`src/amp_cfg_pkg.sv`:
```
// Package for the headphone amplifier audio path configuration bank.
// Assumes an I2C slave elsewhere presents byte-wide register accesses.
package amp_cfg_pkg;

    // Register offsets (I2C subaddresses)
    localparam logic [7:0] ADDR_POWER     = 8'h04;
    localparam logic [7:0] ADDR_CLK_RATE  = 8'h05;
    localparam logic [7:0] ADDR_PDM_CFG   = 8'h06;
    localparam logic [7:0] ADDR_DAC_RATE  = 8'h07;
    localparam logic [7:0] ADDR_DAC_OPT   = 8'h08;
    localparam logic [7:0] ADDR_DAC_HPF   = 8'h09;
    localparam logic [7:0] ADDR_DAC_VOLUME_LEVEL   = 8'h0a;
    localparam logic [7:0] ADDR_DAC_CLIP  = 8'h0b;
    localparam logic [7:0] ADDR_SPT_SET   = 8'h0c;

    // Reset values
    localparam logic [7:0] RST_POWER      = 8'h01;
    localparam logic [7:0] RST_CLK_RATE   = 8'h00;
    localparam logic [7:0] RST_PDM_CFG    = 8'h20;
    localparam logic [7:0] RST_DAC_RATE   = 8'h15;
    localparam logic [7:0] RST_DAC_OPT    = 8'h13;
    localparam logic [7:0] RST_DAC_HPF    = 8'hd0;
    localparam logic [7:0] RST_DAC_VOLUME_LEVEL    = 8'h40;
    localparam logic [7:0] RST_DAC_CLIP   = 8'hff;
    localparam logic [7:0] RST_SPT_SET    = 8'h00;

    // Writable bit masks; other bits are reserved
    localparam logic [7:0] MASK_POWER     = 8'h13;
    localparam logic [7:0] MASK_CLK_RATE  = 8'h1f;
    localparam logic [7:0] MASK_PDM_CFG   = 8'hbf;
    localparam logic [7:0] MASK_DAC_HPF   = 8'hf1;
    localparam logic [7:0] MASK_FULL      = 8'hff;

    // Field positions
    localparam int POS_LIMITER_EN   = 4;
    localparam int POS_AUTO_SLEEP   = 1;
    localparam int POS_MASTER_SLEEP = 0;
    localparam int POS_PAIR_PHASE   = 7;
    localparam int POS_PULSE_INPUT_FILTER     = 4;
    localparam int POS_EDGE_CHAN    = 3;
    localparam int POS_PDM_RANGE    = 1;
    localparam int POS_INPUT_SEL    = 0;
    localparam int POS_BIAS         = 6;
    localparam int POS_PWR_LEVEL    = 4;
    localparam int POS_SAMPLE_RATE  = 0;
    localparam int POS_INVERT       = 7;
    localparam int POS_HIGH_PERF    = 6;
    localparam int POS_IMMEDIATE    = 5;
    localparam int POS_ZERO_CROSS   = 4;
    localparam int POS_EXTRA_FILT   = 3;
    localparam int POS_GAIN_BYPASS  = 1;
    localparam int POS_MUTE         = 0;
    localparam int POS_HPF_CUTOFF   = 4;
    localparam int POS_HPF_EN       = 0;
    localparam int POS_FRAME_POL    = 7;
    localparam int POS_BIT_POL      = 6;
    localparam int POS_SLOT_LEN     = 4;
    localparam int POS_FORMAT       = 1;
    localparam int POS_TDM_MODE     = 0;

    // Auto-sleep zero-sample count
    localparam int ZERO_RUN_LEN = 2048;

    // Code values with special meaning; the block acts on all but BIAS_RESERVED
    localparam logic [1:0] BIAS_RESERVED = 2'h3;
    localparam logic [7:0] VOL_MUTE_CODE = 8'hff;
    localparam logic [7:0] CLIP_OFF_CODE = 8'hff;
    localparam logic [3:0] HPF_FIRST_OK  = 4'h5;

    typedef struct packed {
        logic       limiter_enable;
        logic       auto_sleep_enable;
        logic       master_sleep;
        logic [4:0] bit_clock_rate;
        logic       pulse_pair_phase;
        logic [1:0] pulse_input_filter;
        logic       pulse_edge_channel;
        logic [1:0] pulse_clock_range;
        logic       pulse_input_select;
        logic [1:0] converter_bias;
        logic [1:0] converter_power_level;
        logic [3:0] converter_sample_rate;
        logic       dac_invert;
        logic       converter_high_perf;
        logic       immediate_gain_change;
        logic       gain_zero_cross;
        logic       extra_interp_filter;
        logic [1:0] gain_bypass_select;
        logic       dac_mute;
        logic [3:0] highpass_cutoff;
        logic       highpass_enable;
        logic [7:0] gain_level;
        logic [7:0] clip_level;
        logic       frame_clock_polarity;
        logic       bit_clock_polarity;
        logic [1:0] slot_length;
        logic [2:0] serial_format;
        logic       tdm_mode;
    } path_cfg_s;

    typedef struct packed {
        logic       sleep;          // Hold audio blocks in low power
        logic       hpf_active;     // High-pass filter running
        logic       output_muted;   // Mute by bit or by volume code
        logic       clip_active;    // Clipper engaged
        logic [5:0] slot_bclks;     // Bit clocks per slot
        logic [4:0] data_delay;     // Bit clocks from frame edge
    } path_ctrl_s;

endpackage : amp_cfg_pkg

```
`src/amp_audio_path_config_regs.sv`:
```
// Audio path configuration register bank of a mono headphone amplifier.
// Assumes an I2C slave on clk hands over byte accesses as one-cycle strobes
// and that the audio datapath supplies sample strobes on the same clock.
// Functional notes
// - Auto sleep after 2048 zero samples
// - Master sleep resets set, holds blocks idle
// - Bit clock rate field defaults automatic
// - Bit 7 selects pulse pair phase
// - Pulse filter strength, reset lowest filtering
// - Bit 3 selects rising or falling data
// - Two-bit pulse clock range select
// - Bit 0 selects serial or pulse input
// - Converter power level and bias, bias 11 reserved
// - Four-bit converter sample rate, reset 0101
// - Invert bit flips converter phase
// - Bit 6 enables high performance converter
// - Soft ramp unless immediate; zero cross option
// - Extra interpolation filtering when set
// - Gain bypass select, reset fixed 0 dB
// - High-pass cutoff codes, enable gates filter
// - Volume code, all ones mutes output
// - Clip level all ones disables clipping
// - Frame clock polarity, both polarities reset zero
// - Bit clock polarity picks capture edge
// - Data format sets frame-to-data delay
`timescale 1ns/1ps
`default_nettype none

module amp_audio_path_config_regs
    import amp_cfg_pkg::*;
#(
    parameter int ZERO_RUN = amp_cfg_pkg::ZERO_RUN_LEN   // Zero samples before auto sleep
) (
    input  wire logic                   clk,          // 100 MHz system clock
    input  wire logic                   rst_n,        // Synchronous reset, low active
    input  wire logic                   wr_stb,       // Register write strobe
    input  wire logic                   rd_stb,       // Register read strobe
    input  wire logic [7:0]             sub_addr,     // Register subaddress
    input  wire logic [7:0]             wr_data,      // Write data
    output logic      [7:0]             rd_data,      // Read data, registered
    output logic                        addr_ok,      // Subaddress is mapped
    input  wire logic                   sample_stb,   // One input sample arrived
    input  wire logic                   sample_zero,  // That sample is zero
    output amp_cfg_pkg::path_cfg_s      cfg,          // Field view of all registers
    output amp_cfg_pkg::path_ctrl_s     ctrl          // Derived controls
);
    import amp_cfg_pkg::*;

    localparam int ZW = $clog2(ZERO_RUN + 1);

    logic [7:0] power_q;
    logic [7:0] clk_rate_q;
    logic [7:0] pdm_cfg_q;
    logic [7:0] dac_rate_q;
    logic [7:0] dac_opt_q;
    logic [7:0] dac_hpf_q;
    logic [7:0] dac_volume_level_q;
    logic [7:0] dac_clip_q;
    logic [7:0] spt_set_q;
    logic [ZW-1:0] zero_cnt_q;
    logic          auto_slept_q;

    // Address decode
    wire hit_power    = (sub_addr == ADDR_POWER);
    wire hit_clk_rate = (sub_addr == ADDR_CLK_RATE);
    wire hit_pdm_cfg  = (sub_addr == ADDR_PDM_CFG);
    wire hit_dac_rate = (sub_addr == ADDR_DAC_RATE);
    wire hit_dac_opt  = (sub_addr == ADDR_DAC_OPT);
    wire hit_dac_hpf  = (sub_addr == ADDR_DAC_HPF);
    wire hit_dac_volume_level  = (sub_addr == ADDR_DAC_VOLUME_LEVEL);
    wire hit_dac_clip = (sub_addr == ADDR_DAC_CLIP);
    wire hit_spt_set  = (sub_addr == ADDR_SPT_SET);
    assign addr_ok = hit_power | hit_clk_rate | hit_pdm_cfg | hit_dac_rate | hit_dac_opt
                   | hit_dac_hpf | hit_dac_volume_level | hit_dac_clip | hit_spt_set;

    // Reserved bits are masked at the write so they can never read back set
    wire [7:0] power_d    = wr_data & MASK_POWER;
    wire [7:0] clk_rate_d = wr_data & MASK_CLK_RATE;
    wire [7:0] pdm_cfg_d  = wr_data & MASK_PDM_CFG;
    wire [7:0] dac_hpf_d  = wr_data & MASK_DAC_HPF;

    wire [7:0] rd_mux =
          hit_power    ? power_q
        : hit_clk_rate ? clk_rate_q
        : hit_pdm_cfg  ? pdm_cfg_q
        : hit_dac_rate ? dac_rate_q
        : hit_dac_opt  ? dac_opt_q
        : hit_dac_hpf  ? dac_hpf_q
        : hit_dac_volume_level  ? dac_volume_level_q
        : hit_dac_clip ? dac_clip_q
        : hit_spt_set  ? spt_set_q
        : 8'h00;

    always_ff @(posedge clk) begin
        if (!rst_n) begin
            power_q    <= RST_POWER;
            clk_rate_q <= RST_CLK_RATE;
            pdm_cfg_q  <= RST_PDM_CFG;
            dac_rate_q <= RST_DAC_RATE;
            dac_opt_q  <= RST_DAC_OPT;
            dac_hpf_q  <= RST_DAC_HPF;
            dac_volume_level_q  <= RST_DAC_VOLUME_LEVEL;
            dac_clip_q <= RST_DAC_CLIP;
            spt_set_q  <= RST_SPT_SET;
        end else if (wr_stb) begin
            if (hit_power)    power_q    <= power_d;
            if (hit_clk_rate) clk_rate_q <= clk_rate_d;
            if (hit_pdm_cfg)  pdm_cfg_q  <= pdm_cfg_d;
            if (hit_dac_rate) dac_rate_q <= wr_data;
            if (hit_dac_opt)  dac_opt_q  <= wr_data;
            if (hit_dac_hpf)  dac_hpf_q  <= dac_hpf_d;
            if (hit_dac_volume_level)  dac_volume_level_q  <= wr_data;
            if (hit_dac_clip) dac_clip_q <= wr_data;
            if (hit_spt_set)  spt_set_q  <= wr_data;
        end
    end

    // Unmapped reads return zero
    always_ff @(posedge clk) begin
        if (!rst_n) begin
            rd_data <= 8'h00;
        end else if (rd_stb) begin
            rd_data <= rd_mux;
        end
    end

    // Field breakout
    assign cfg.limiter_enable        = power_q[POS_LIMITER_EN];
    assign cfg.auto_sleep_enable     = power_q[POS_AUTO_SLEEP];
    assign cfg.master_sleep          = power_q[POS_MASTER_SLEEP];
    assign cfg.bit_clock_rate        = clk_rate_q[4:0];
    assign cfg.pulse_pair_phase      = pdm_cfg_q[POS_PAIR_PHASE];
    assign cfg.pulse_input_filter    = pdm_cfg_q[POS_PULSE_INPUT_FILTER +: 2];
    assign cfg.pulse_edge_channel    = pdm_cfg_q[POS_EDGE_CHAN];
    assign cfg.pulse_clock_range     = pdm_cfg_q[POS_PDM_RANGE +: 2];
    assign cfg.pulse_input_select    = pdm_cfg_q[POS_INPUT_SEL];
    assign cfg.converter_bias        = dac_rate_q[POS_BIAS +: 2];
    assign cfg.converter_power_level = dac_rate_q[POS_PWR_LEVEL +: 2];
    assign cfg.converter_sample_rate = dac_rate_q[POS_SAMPLE_RATE +: 4];
    assign cfg.dac_invert            = dac_opt_q[POS_INVERT];
    assign cfg.converter_high_perf   = dac_opt_q[POS_HIGH_PERF];
    assign cfg.immediate_gain_change = dac_opt_q[POS_IMMEDIATE];
    assign cfg.gain_zero_cross       = dac_opt_q[POS_ZERO_CROSS];
    assign cfg.extra_interp_filter   = dac_opt_q[POS_EXTRA_FILT];
    assign cfg.gain_bypass_select    = dac_opt_q[POS_GAIN_BYPASS +: 2];
    assign cfg.dac_mute              = dac_opt_q[POS_MUTE];
    assign cfg.highpass_cutoff       = dac_hpf_q[POS_HPF_CUTOFF +: 4];
    assign cfg.highpass_enable       = dac_hpf_q[POS_HPF_EN];
    assign cfg.gain_level            = dac_volume_level_q;
    assign cfg.clip_level            = dac_clip_q;
    assign cfg.frame_clock_polarity  = spt_set_q[POS_FRAME_POL];
    assign cfg.bit_clock_polarity    = spt_set_q[POS_BIT_POL];
    assign cfg.slot_length           = spt_set_q[POS_SLOT_LEN +: 2];
    assign cfg.serial_format         = spt_set_q[POS_FORMAT +: 3];
    assign cfg.tdm_mode              = spt_set_q[POS_TDM_MODE];

    // Zero-run counter; a nonzero sample or disabling the feature restarts it
    wire zero_full = (zero_cnt_q == ZW'(ZERO_RUN));
    always_ff @(posedge clk) begin
        if (!rst_n || !cfg.auto_sleep_enable) begin
            zero_cnt_q   <= '0;
            auto_slept_q <= 1'b0;
        end else if (sample_stb) begin
            if (!sample_zero) begin
                zero_cnt_q   <= '0;
                auto_slept_q <= 1'b0;
            end else if (!zero_full) begin
                zero_cnt_q   <= zero_cnt_q + ZW'(1);
                auto_slept_q <= (zero_cnt_q == ZW'(ZERO_RUN - 1));
            end
        end
    end

    // Derived controls for the datapath
    // Gated by the enable so clearing it wakes the path in the same cycle
    assign ctrl.sleep        = cfg.master_sleep | (cfg.auto_sleep_enable & auto_slept_q);
    assign ctrl.hpf_active   = cfg.highpass_enable
                             & (cfg.highpass_cutoff >= HPF_FIRST_OK);
    assign ctrl.output_muted = cfg.dac_mute | (cfg.gain_level == VOL_MUTE_CODE);
    assign ctrl.clip_active  = (cfg.clip_level != CLIP_OFF_CODE);

    // Reserved slot code 11 falls back to the widest slot
    wire [5:0] slot_bclks_w = (cfg.slot_length == 2'h1) ? 6'd16
                            : (cfg.slot_length == 2'h2) ? 6'd24
                            : 6'd32;
    assign ctrl.slot_bclks  = slot_bclks_w;

    // Reserved format codes fall back to the two-channel delay
    wire [4:0] data_delay_w = (cfg.serial_format == 3'h1) ? 5'd0
                            : (cfg.serial_format == 3'h2) ? 5'd8
                            : (cfg.serial_format == 3'h3) ? 5'd12
                            : (cfg.serial_format == 3'h4) ? 5'd16
                            : 5'd1;
    assign ctrl.data_delay  = data_delay_w;
endmodule : amp_audio_path_config_regs

`default_nettype wire

```
`config.mk`:
```
export PLATFORM = sky130hd
export DESIGN_NAME = amp_audio_path_config_regs
export DESIGN_NICKNAME = d
export VERILOG_FILES = /design/src/amp_cfg_pkg.sv /design/src/amp_audio_path_config_regs.sv
export SDC_FILE = /design/constraint.sdc
export NUM_CORES = 1
export LEC_CHECK = 0
export BUFFER_PORTS_ARGS = -buffer_cell sky130_fd_sc_hd__buf_2
export CAP_MARGIN = 20
export CORE_AREA = 2 2 95 97
export CTS_CLUSTER_DIAMETER = 60
export CTS_CLUSTER_SIZE = 25
export DETAILED_ROUTE_END_ITERATION = 12
export DIE_AREA = 0 0 97 99
export GPL_ROUTABILITY_DRIVEN = 0
export PLACE_DENSITY = 0.75
export SKIP_CTS_REPAIR_TIMING = 1
export SLEW_MARGIN = 10
export SYNTH_ARGS = -nofsm -noshare
export SYNTH_HDL_FRONTEND = slang
export SYNTH_SLANG_ARGS = --single-unit
export TNS_END_PERCENT = 20
```
`constraint.sdc`:
```
create_clock -name clk -period 1.84 [get_ports clk]
set_clock_uncertainty 0.1 [all_clocks]
set_input_delay 0.368 -clock clk [delete_from_list [all_inputs] [get_ports clk]]
set_output_delay 0.368 -clock clk [all_outputs]
set_load 0.01 [all_outputs]
```
==> results of run 1 <==
==> kinds of logic after synthesis <==
logic type	after synthesis	synth area share
compound gates	99	0.158
xor+xnor	10	0.0220
fa+ha+maj	3	0.00942
buf+inv	44	0.0503
flops	81	0.407
mux	47	0.118
other cells	1	0.000941
simple gates	190	0.234
==> critical path, stage by stage, from the launching register on <==
cell     delay (ns)
dfxtp_1        0.42
nand4_1        0.10
or2_2          0.30
buf_2          0.14
==> path summary, 6_finish.rpt <==
kind                  from             end  slack, ns  depth (start not counted)
max          dac_clip_q[3]        ctrl[11]       0.06                          3
max reg2reg  zero_cnt_q[0]  zero_cnt_q[10]       0.16                          6
min                  rst_n   dac_rate_q[0]       0.24                          2
min reg2reg   dac_opt_q[6]    dac_opt_q[6]       0.38                          2
==> sequential cells by signal (all words and copies together) (netlist names), 3 cells and up <==
name	cells
pdm_cfg_q	7
dac_opt_q	8
zero_cnt_q	12
dac_clip_q	8
power_q	3
spt_set_q	8
dac_rate_q	8
dac_volume_level_q	8
dac_hpf_q	5
clk_rate_q	5
rd_data	8
==> stage by stage <==
stage | setup WS, ns | power, mW
finish | 0.0620 | 3.63
global route | 0.000156 | 3.74
CTS | 0.0100 | 3.64
detailed placement | -0.178 | 2.08
global placement | -0.124 | 2.08
floorplan | 0.000417 | 1.95
==> power groups by stage <==
| stage | Clock [mW] | Sequential, mW | Combinational, mW |
|---|---|---|---|
| floorplan | 0 | 1.80 | 0.147 |
| global placement | 0 | 1.80 | 0.276 |
| detailed placement | 0 | 1.80 | 0.280 |
| CTS | 1.60 | 1.76 | 0.282 |
| global route | 1.67 | 1.76 | 0.308 |
| finish | 1.58 | 1.76 | 0.289 |
==> per-layer routing <==
layer  wire length [µm]  track usage  vias up
met1               5210        0.314     1882
li1                   -            -     1937
met2               5670        0.416      202
met4                254       0.0823        0
met5                  0            0        -
met3                996       0.0610       24
==> layout by cell type (no fill, tap or decap), types with 9 or more instances in the layout <==
cell type,n
buf_2,101
dfxtp_1,79
nand2_1,63
nor2_1,51
buf_4,49
mux2i_1,47
a21oi_1,34
nand3_1,21
o21ai_0,17
inv_1,10
nor2b_1,9
clkbuf_8,9
==> final cells by class <==
class / count / area, µm² / share of cell area
timing repair buffer: 153 / 925 / 0.180
tap: 108 / 135 / 0.0263
multi-input combinational: 353 / 2180 / 0.423
clock inverter: 7 / 118 / 0.0229
sequential: 81 / 1620 / 0.316
inverter: 11 / 41.3 / 0.00803
clock buffer: 9 / 124 / 0.0241
==> metrics.txt, run 1 <==
post-synth cell types=56; CTS Root Cell=clkbuf_8; top cells by area, synth=dfxtp_1 (41%), mux2i_1 (12%), nand2_1 (5.9%); critical path required time=1.37 ns; critical path peak fanout=4; H-tree depth=3; largest area contributor in the netlist=dfxtp_1; syn avg cell area=8.39 µm²; Synth top cells by count=dfxtp_1 (81), nand2_1 (63), nor2_1 (51), mux2i_1 (47), a21oi_1 (34); Pwr per Cell Area=705 nW/µm²; crit path launch type=flip-flop; Synth top area share=0.407; Die W=97 µm; Iter 0 DRT Violations=242; placed insts=705; antenna violations before repair=0; Worst-Skew Late Latency=0.36 ns; Comb pwr share=0.080; GRT Util Overall=0.248; DRC=0; Slew Viols, Final=0; Cells after Synth=475; unrepaired setup endpoints after global routing=no; worst hold margin=0.243 ns; Max VDD drop=0.350 mV; maximum number of pins on one net before global-route repair=29; status=completed; CTS tree=yes; Filler cells=791; Max Fclk=562 MHz; die height=99 µm; final instance area=5140 µm²; cell with the most instances after synthesis=dfxtp_1; TNS Setup=0 ns; CTS Sinks=81; Ys Warns=0; setup violators final=0; Worst slew margin=0.445; first-pass GRT wire length=19.2 mm; WL/cell=16.8 µm; Net Sw Power=0.860 mW; vias in the first global route=3857; vias per cell=5.60; clock power share=0.436; synthesized flop and latch total=81; Nets=634; Period minus WS final=1.78 ns; sequential power share=0.484; length of the first detailed-routing pass in iterations=5; layout overhead on the synthesized area=29.1%; # rows=34; global route overflow=0; final core utilization=0.602; Post-synth top flop=dfxtp_1; Post-DRT Antenna Nets=0; CP Capture Type=primary output; dpl hpwl=9.24 mm; switching share of total power=0.237; final hold violation count=0; Final Non-Filler Cells=722; CORE AREA=8550 µm²; clock-pin slew on the worst setup and hold paths=0.09 ns; total CTS buffers=9; Worst Tran Pin Value=0.831 ns; post-synthesis sequential area ratio=0.407; Pleak=2.32 nW; Bufs on Longest Clock Path=2; DR vias=4045; synthesized area=3980 µm²; Initial Util=0.466; worst path arrival time=1.31 ns; Placed Area=4880 µm²; top-level port count=106; layout cells sized above 1=0.296; drt total wl=12.1 mm; Tightest Hold Check Type=input pin to flip-flop; async set-reset flop share out of synthesis=0; Power Internal=2.77 mW; max cap viols=0; port buffer count=101; period utilization=0.966; n_diodes=0; worst setup path class=flip-flop to primary output; EDFF count, synth=0; die footprint=9600 µm²
Power figures use the tool's default switching activity.
==> run 2: changes to the inputs <==
==> constraint.sdc (replaced) <==
create_clock -name clk -period 1.84 [get_ports clk]
set_clock_uncertainty 0.1 [all_clocks]
set_input_delay 0.276 -clock clk [delete_from_list [all_inputs] [get_ports clk]]
set_output_delay 0.276 -clock clk [all_outputs]
set_load 0.01 [all_outputs]
==> metrics.txt, run 2 (synthesis gave the netlist of run 1 again) <==
WL/cell=17.2 µm (+2.3%); period utilization=0.934 (-0.0327); worst path arrival time=1.34 ns (+0.03 ns); layout overhead on the synthesized area=24.4%; die height=99 µm (unchanged); worst setup path class=flip-flop to primary output; Pwr per Cell Area=657 nW/µm² (-6.9%); # rows=34 (unchanged); area taken by flip-flops and latches=1620 µm² (-0.15%); pre-CTS WS=-0.0926 ns (+0.0852 ns); CTS tree=yes; Post-DRT Antenna Nets=0 (unchanged); global route overflow=0 (unchanged); antenna violations before repair=0 (unchanged); Tightest Hold Check Type=input pin to flip-flop; clock-pin slew on the worst setup and hold paths=0.09 ns (about the same); length of the first detailed-routing pass in iterations=5 (unchanged); crit path launch type=flip-flop; WHS Path Cells=3 (+1); Pleak=2.22 nW (-4.7%); Bufs on Longest Clock Path=2 (unchanged); Max VDD drop=0.411 mV (+18%); Period minus WS final=1.72 ns (-0.0602 ns); R2R setup slack=0.20 ns (+0.04 ns); unrepaired setup endpoints after global routing=no; RR Endpoint=zero_cnt_q[10]; Power, Total=3.25 mW (-10%); final hold violation count=0 (unchanged); Worst Tran Pin Value=0.830 ns (-0.000208 ns); status=completed; H-tree depth=3 (unchanged); Max Fclk=582 MHz (+3.5%); layout cells sized above 1=0.274 (-0.0222); DRC=0 (unchanged); min-delay src=wr_data[6]; dpl hpwl=9.12 mm (-1.2%); vias per cell=5.63 (+0.42%); critical path required time=1.46 ns (+0.09 ns); TNS Setup=0 ns (unchanged); final worst setup slack=0.122 ns (+0.0602 ns); CP Capture Type=primary output; drt total wl=12.1 mm (about the same); multi-input logic area=2180 µm² (unchanged); CTS Root Cell=clkbuf_8; Initial Util=0.466 (unchanged); leading cell type in the layout, fill and taps excluded=buf_2; cells on worst reg2reg path=6 (unchanged); max reg flops=12 (unchanged); first-pass GRT wire length=19.6 mm (+1.9%); Worst slew margin=0.445 (about the same); CTS Sinks=81 (unchanged); most frequent cells in the layout=buf_2 (101), dfxtp_1 (81), nand2_1 (63); vias in the first global route=3800 (-1.5%); Nets=618 (-2.5%); Worst-Skew Late Latency=0.37 ns (about the same); largest register by flop count=zero_cnt_q; critical path peak fanout=5 (+1); Die W=97 µm (unchanged); die footprint=9600 µm² (unchanged); CORE AREA=8550 µm² (unchanged); Iter 0 DRT Violations=334 (+38%); Filler cells=769 (-2.8%); top-level port count=106 (unchanged); Slew Viols, Final=0 (unchanged); hold endpoint=dac_opt_q[6]; r2r startpoint=zero_cnt_q[0]; total CTS buffers=9 (unchanged); maximum number of pins on one net before global-route repair=32 (+10%); max cap viols=0 (unchanged); n_diodes=0 (unchanged); DR vias=3972 (-1.8%); port buffer count=101 (unchanged); setup violators final=0 (unchanged); GRT Util Overall=0.253 (+0.00562)
## run 2: changes by cell type in the layout (fill, tap and decap cells not counted), sizes merged
cell / change
bufinv: -3
buf: -16
clkbuf: +1
clkinvlp: +2
## run 2: area by class of cell
type / instances / share of cell area
Timing Repair Buffer: 137 / 0.162
Clock buffer: 10 / 0.0278
Clock inverter: 6 / 0.00858
Tap cell: 108 / 0.0273
Multi-Input combinational cell: 353 / 0.439
Inverter: 11 / 0.00833
Sequential cell: 81 / 0.327
## run 2: stage by stage
step / instances / utilization / hold WS [ns] / area (µm²)
2_1_floorplan: 478 / - / 0.301 / 4000
3_3_place_gp: 690 / 0.558 / 0.354 / 4770
3_5_place_dp: 690 / 0.558 / 0.365 / 4770
4_1_cts: 706 / 0.579 / 0.122 / 4950
5_1_grt: 706 / 0.580 / 0.140 / 4960
6_report: 706 / 0.580 / 0.131 / 4960
## run 2: how the worst max path moves through the flow
stage	slack, ns	depth (start not counted)	start	endpoint
2_1_floorplan	0.09	6	sub_addr[5]	dac_volume_level_q[6]
3_3_place_gp	-0.05	7	sub_addr[5]	rd_data[2]
3_5_place_dp	-0.09	7	sub_addr[5]	rd_data[2]
4_1_cts	0.12	5	zero_cnt_q[2]	zero_cnt_q[9]
5_1_grt	0.02	8	zero_cnt_q[0]	zero_cnt_q[2]
6_report	0.12	3	dac_clip_q[0]	ctrl[11]
## run 2: worst max-delay path, stage by stage (launching register included)
cell and delay (ns):
dfxtp_1 0.46, nand4_1 0.11, or2_2 0.27, buf_2 0.14
## run 2: metal layers
metal	GRT usage	vias to the layer above	wire, µm
li1	-	1894	-
met1	0.336	1850	5300
met2	0.410	200	5580
met3	0.0596	28	960
met4	0.0834	0	295
met5	0	-	0
## run 2: report_power, final
part	switching [mW]	leakage (nW)	internal [mW]
logic	0.174	1.47	0.0968
clock network	0.698	0.0887	0.529
registers	0.00312	0.653	1.75
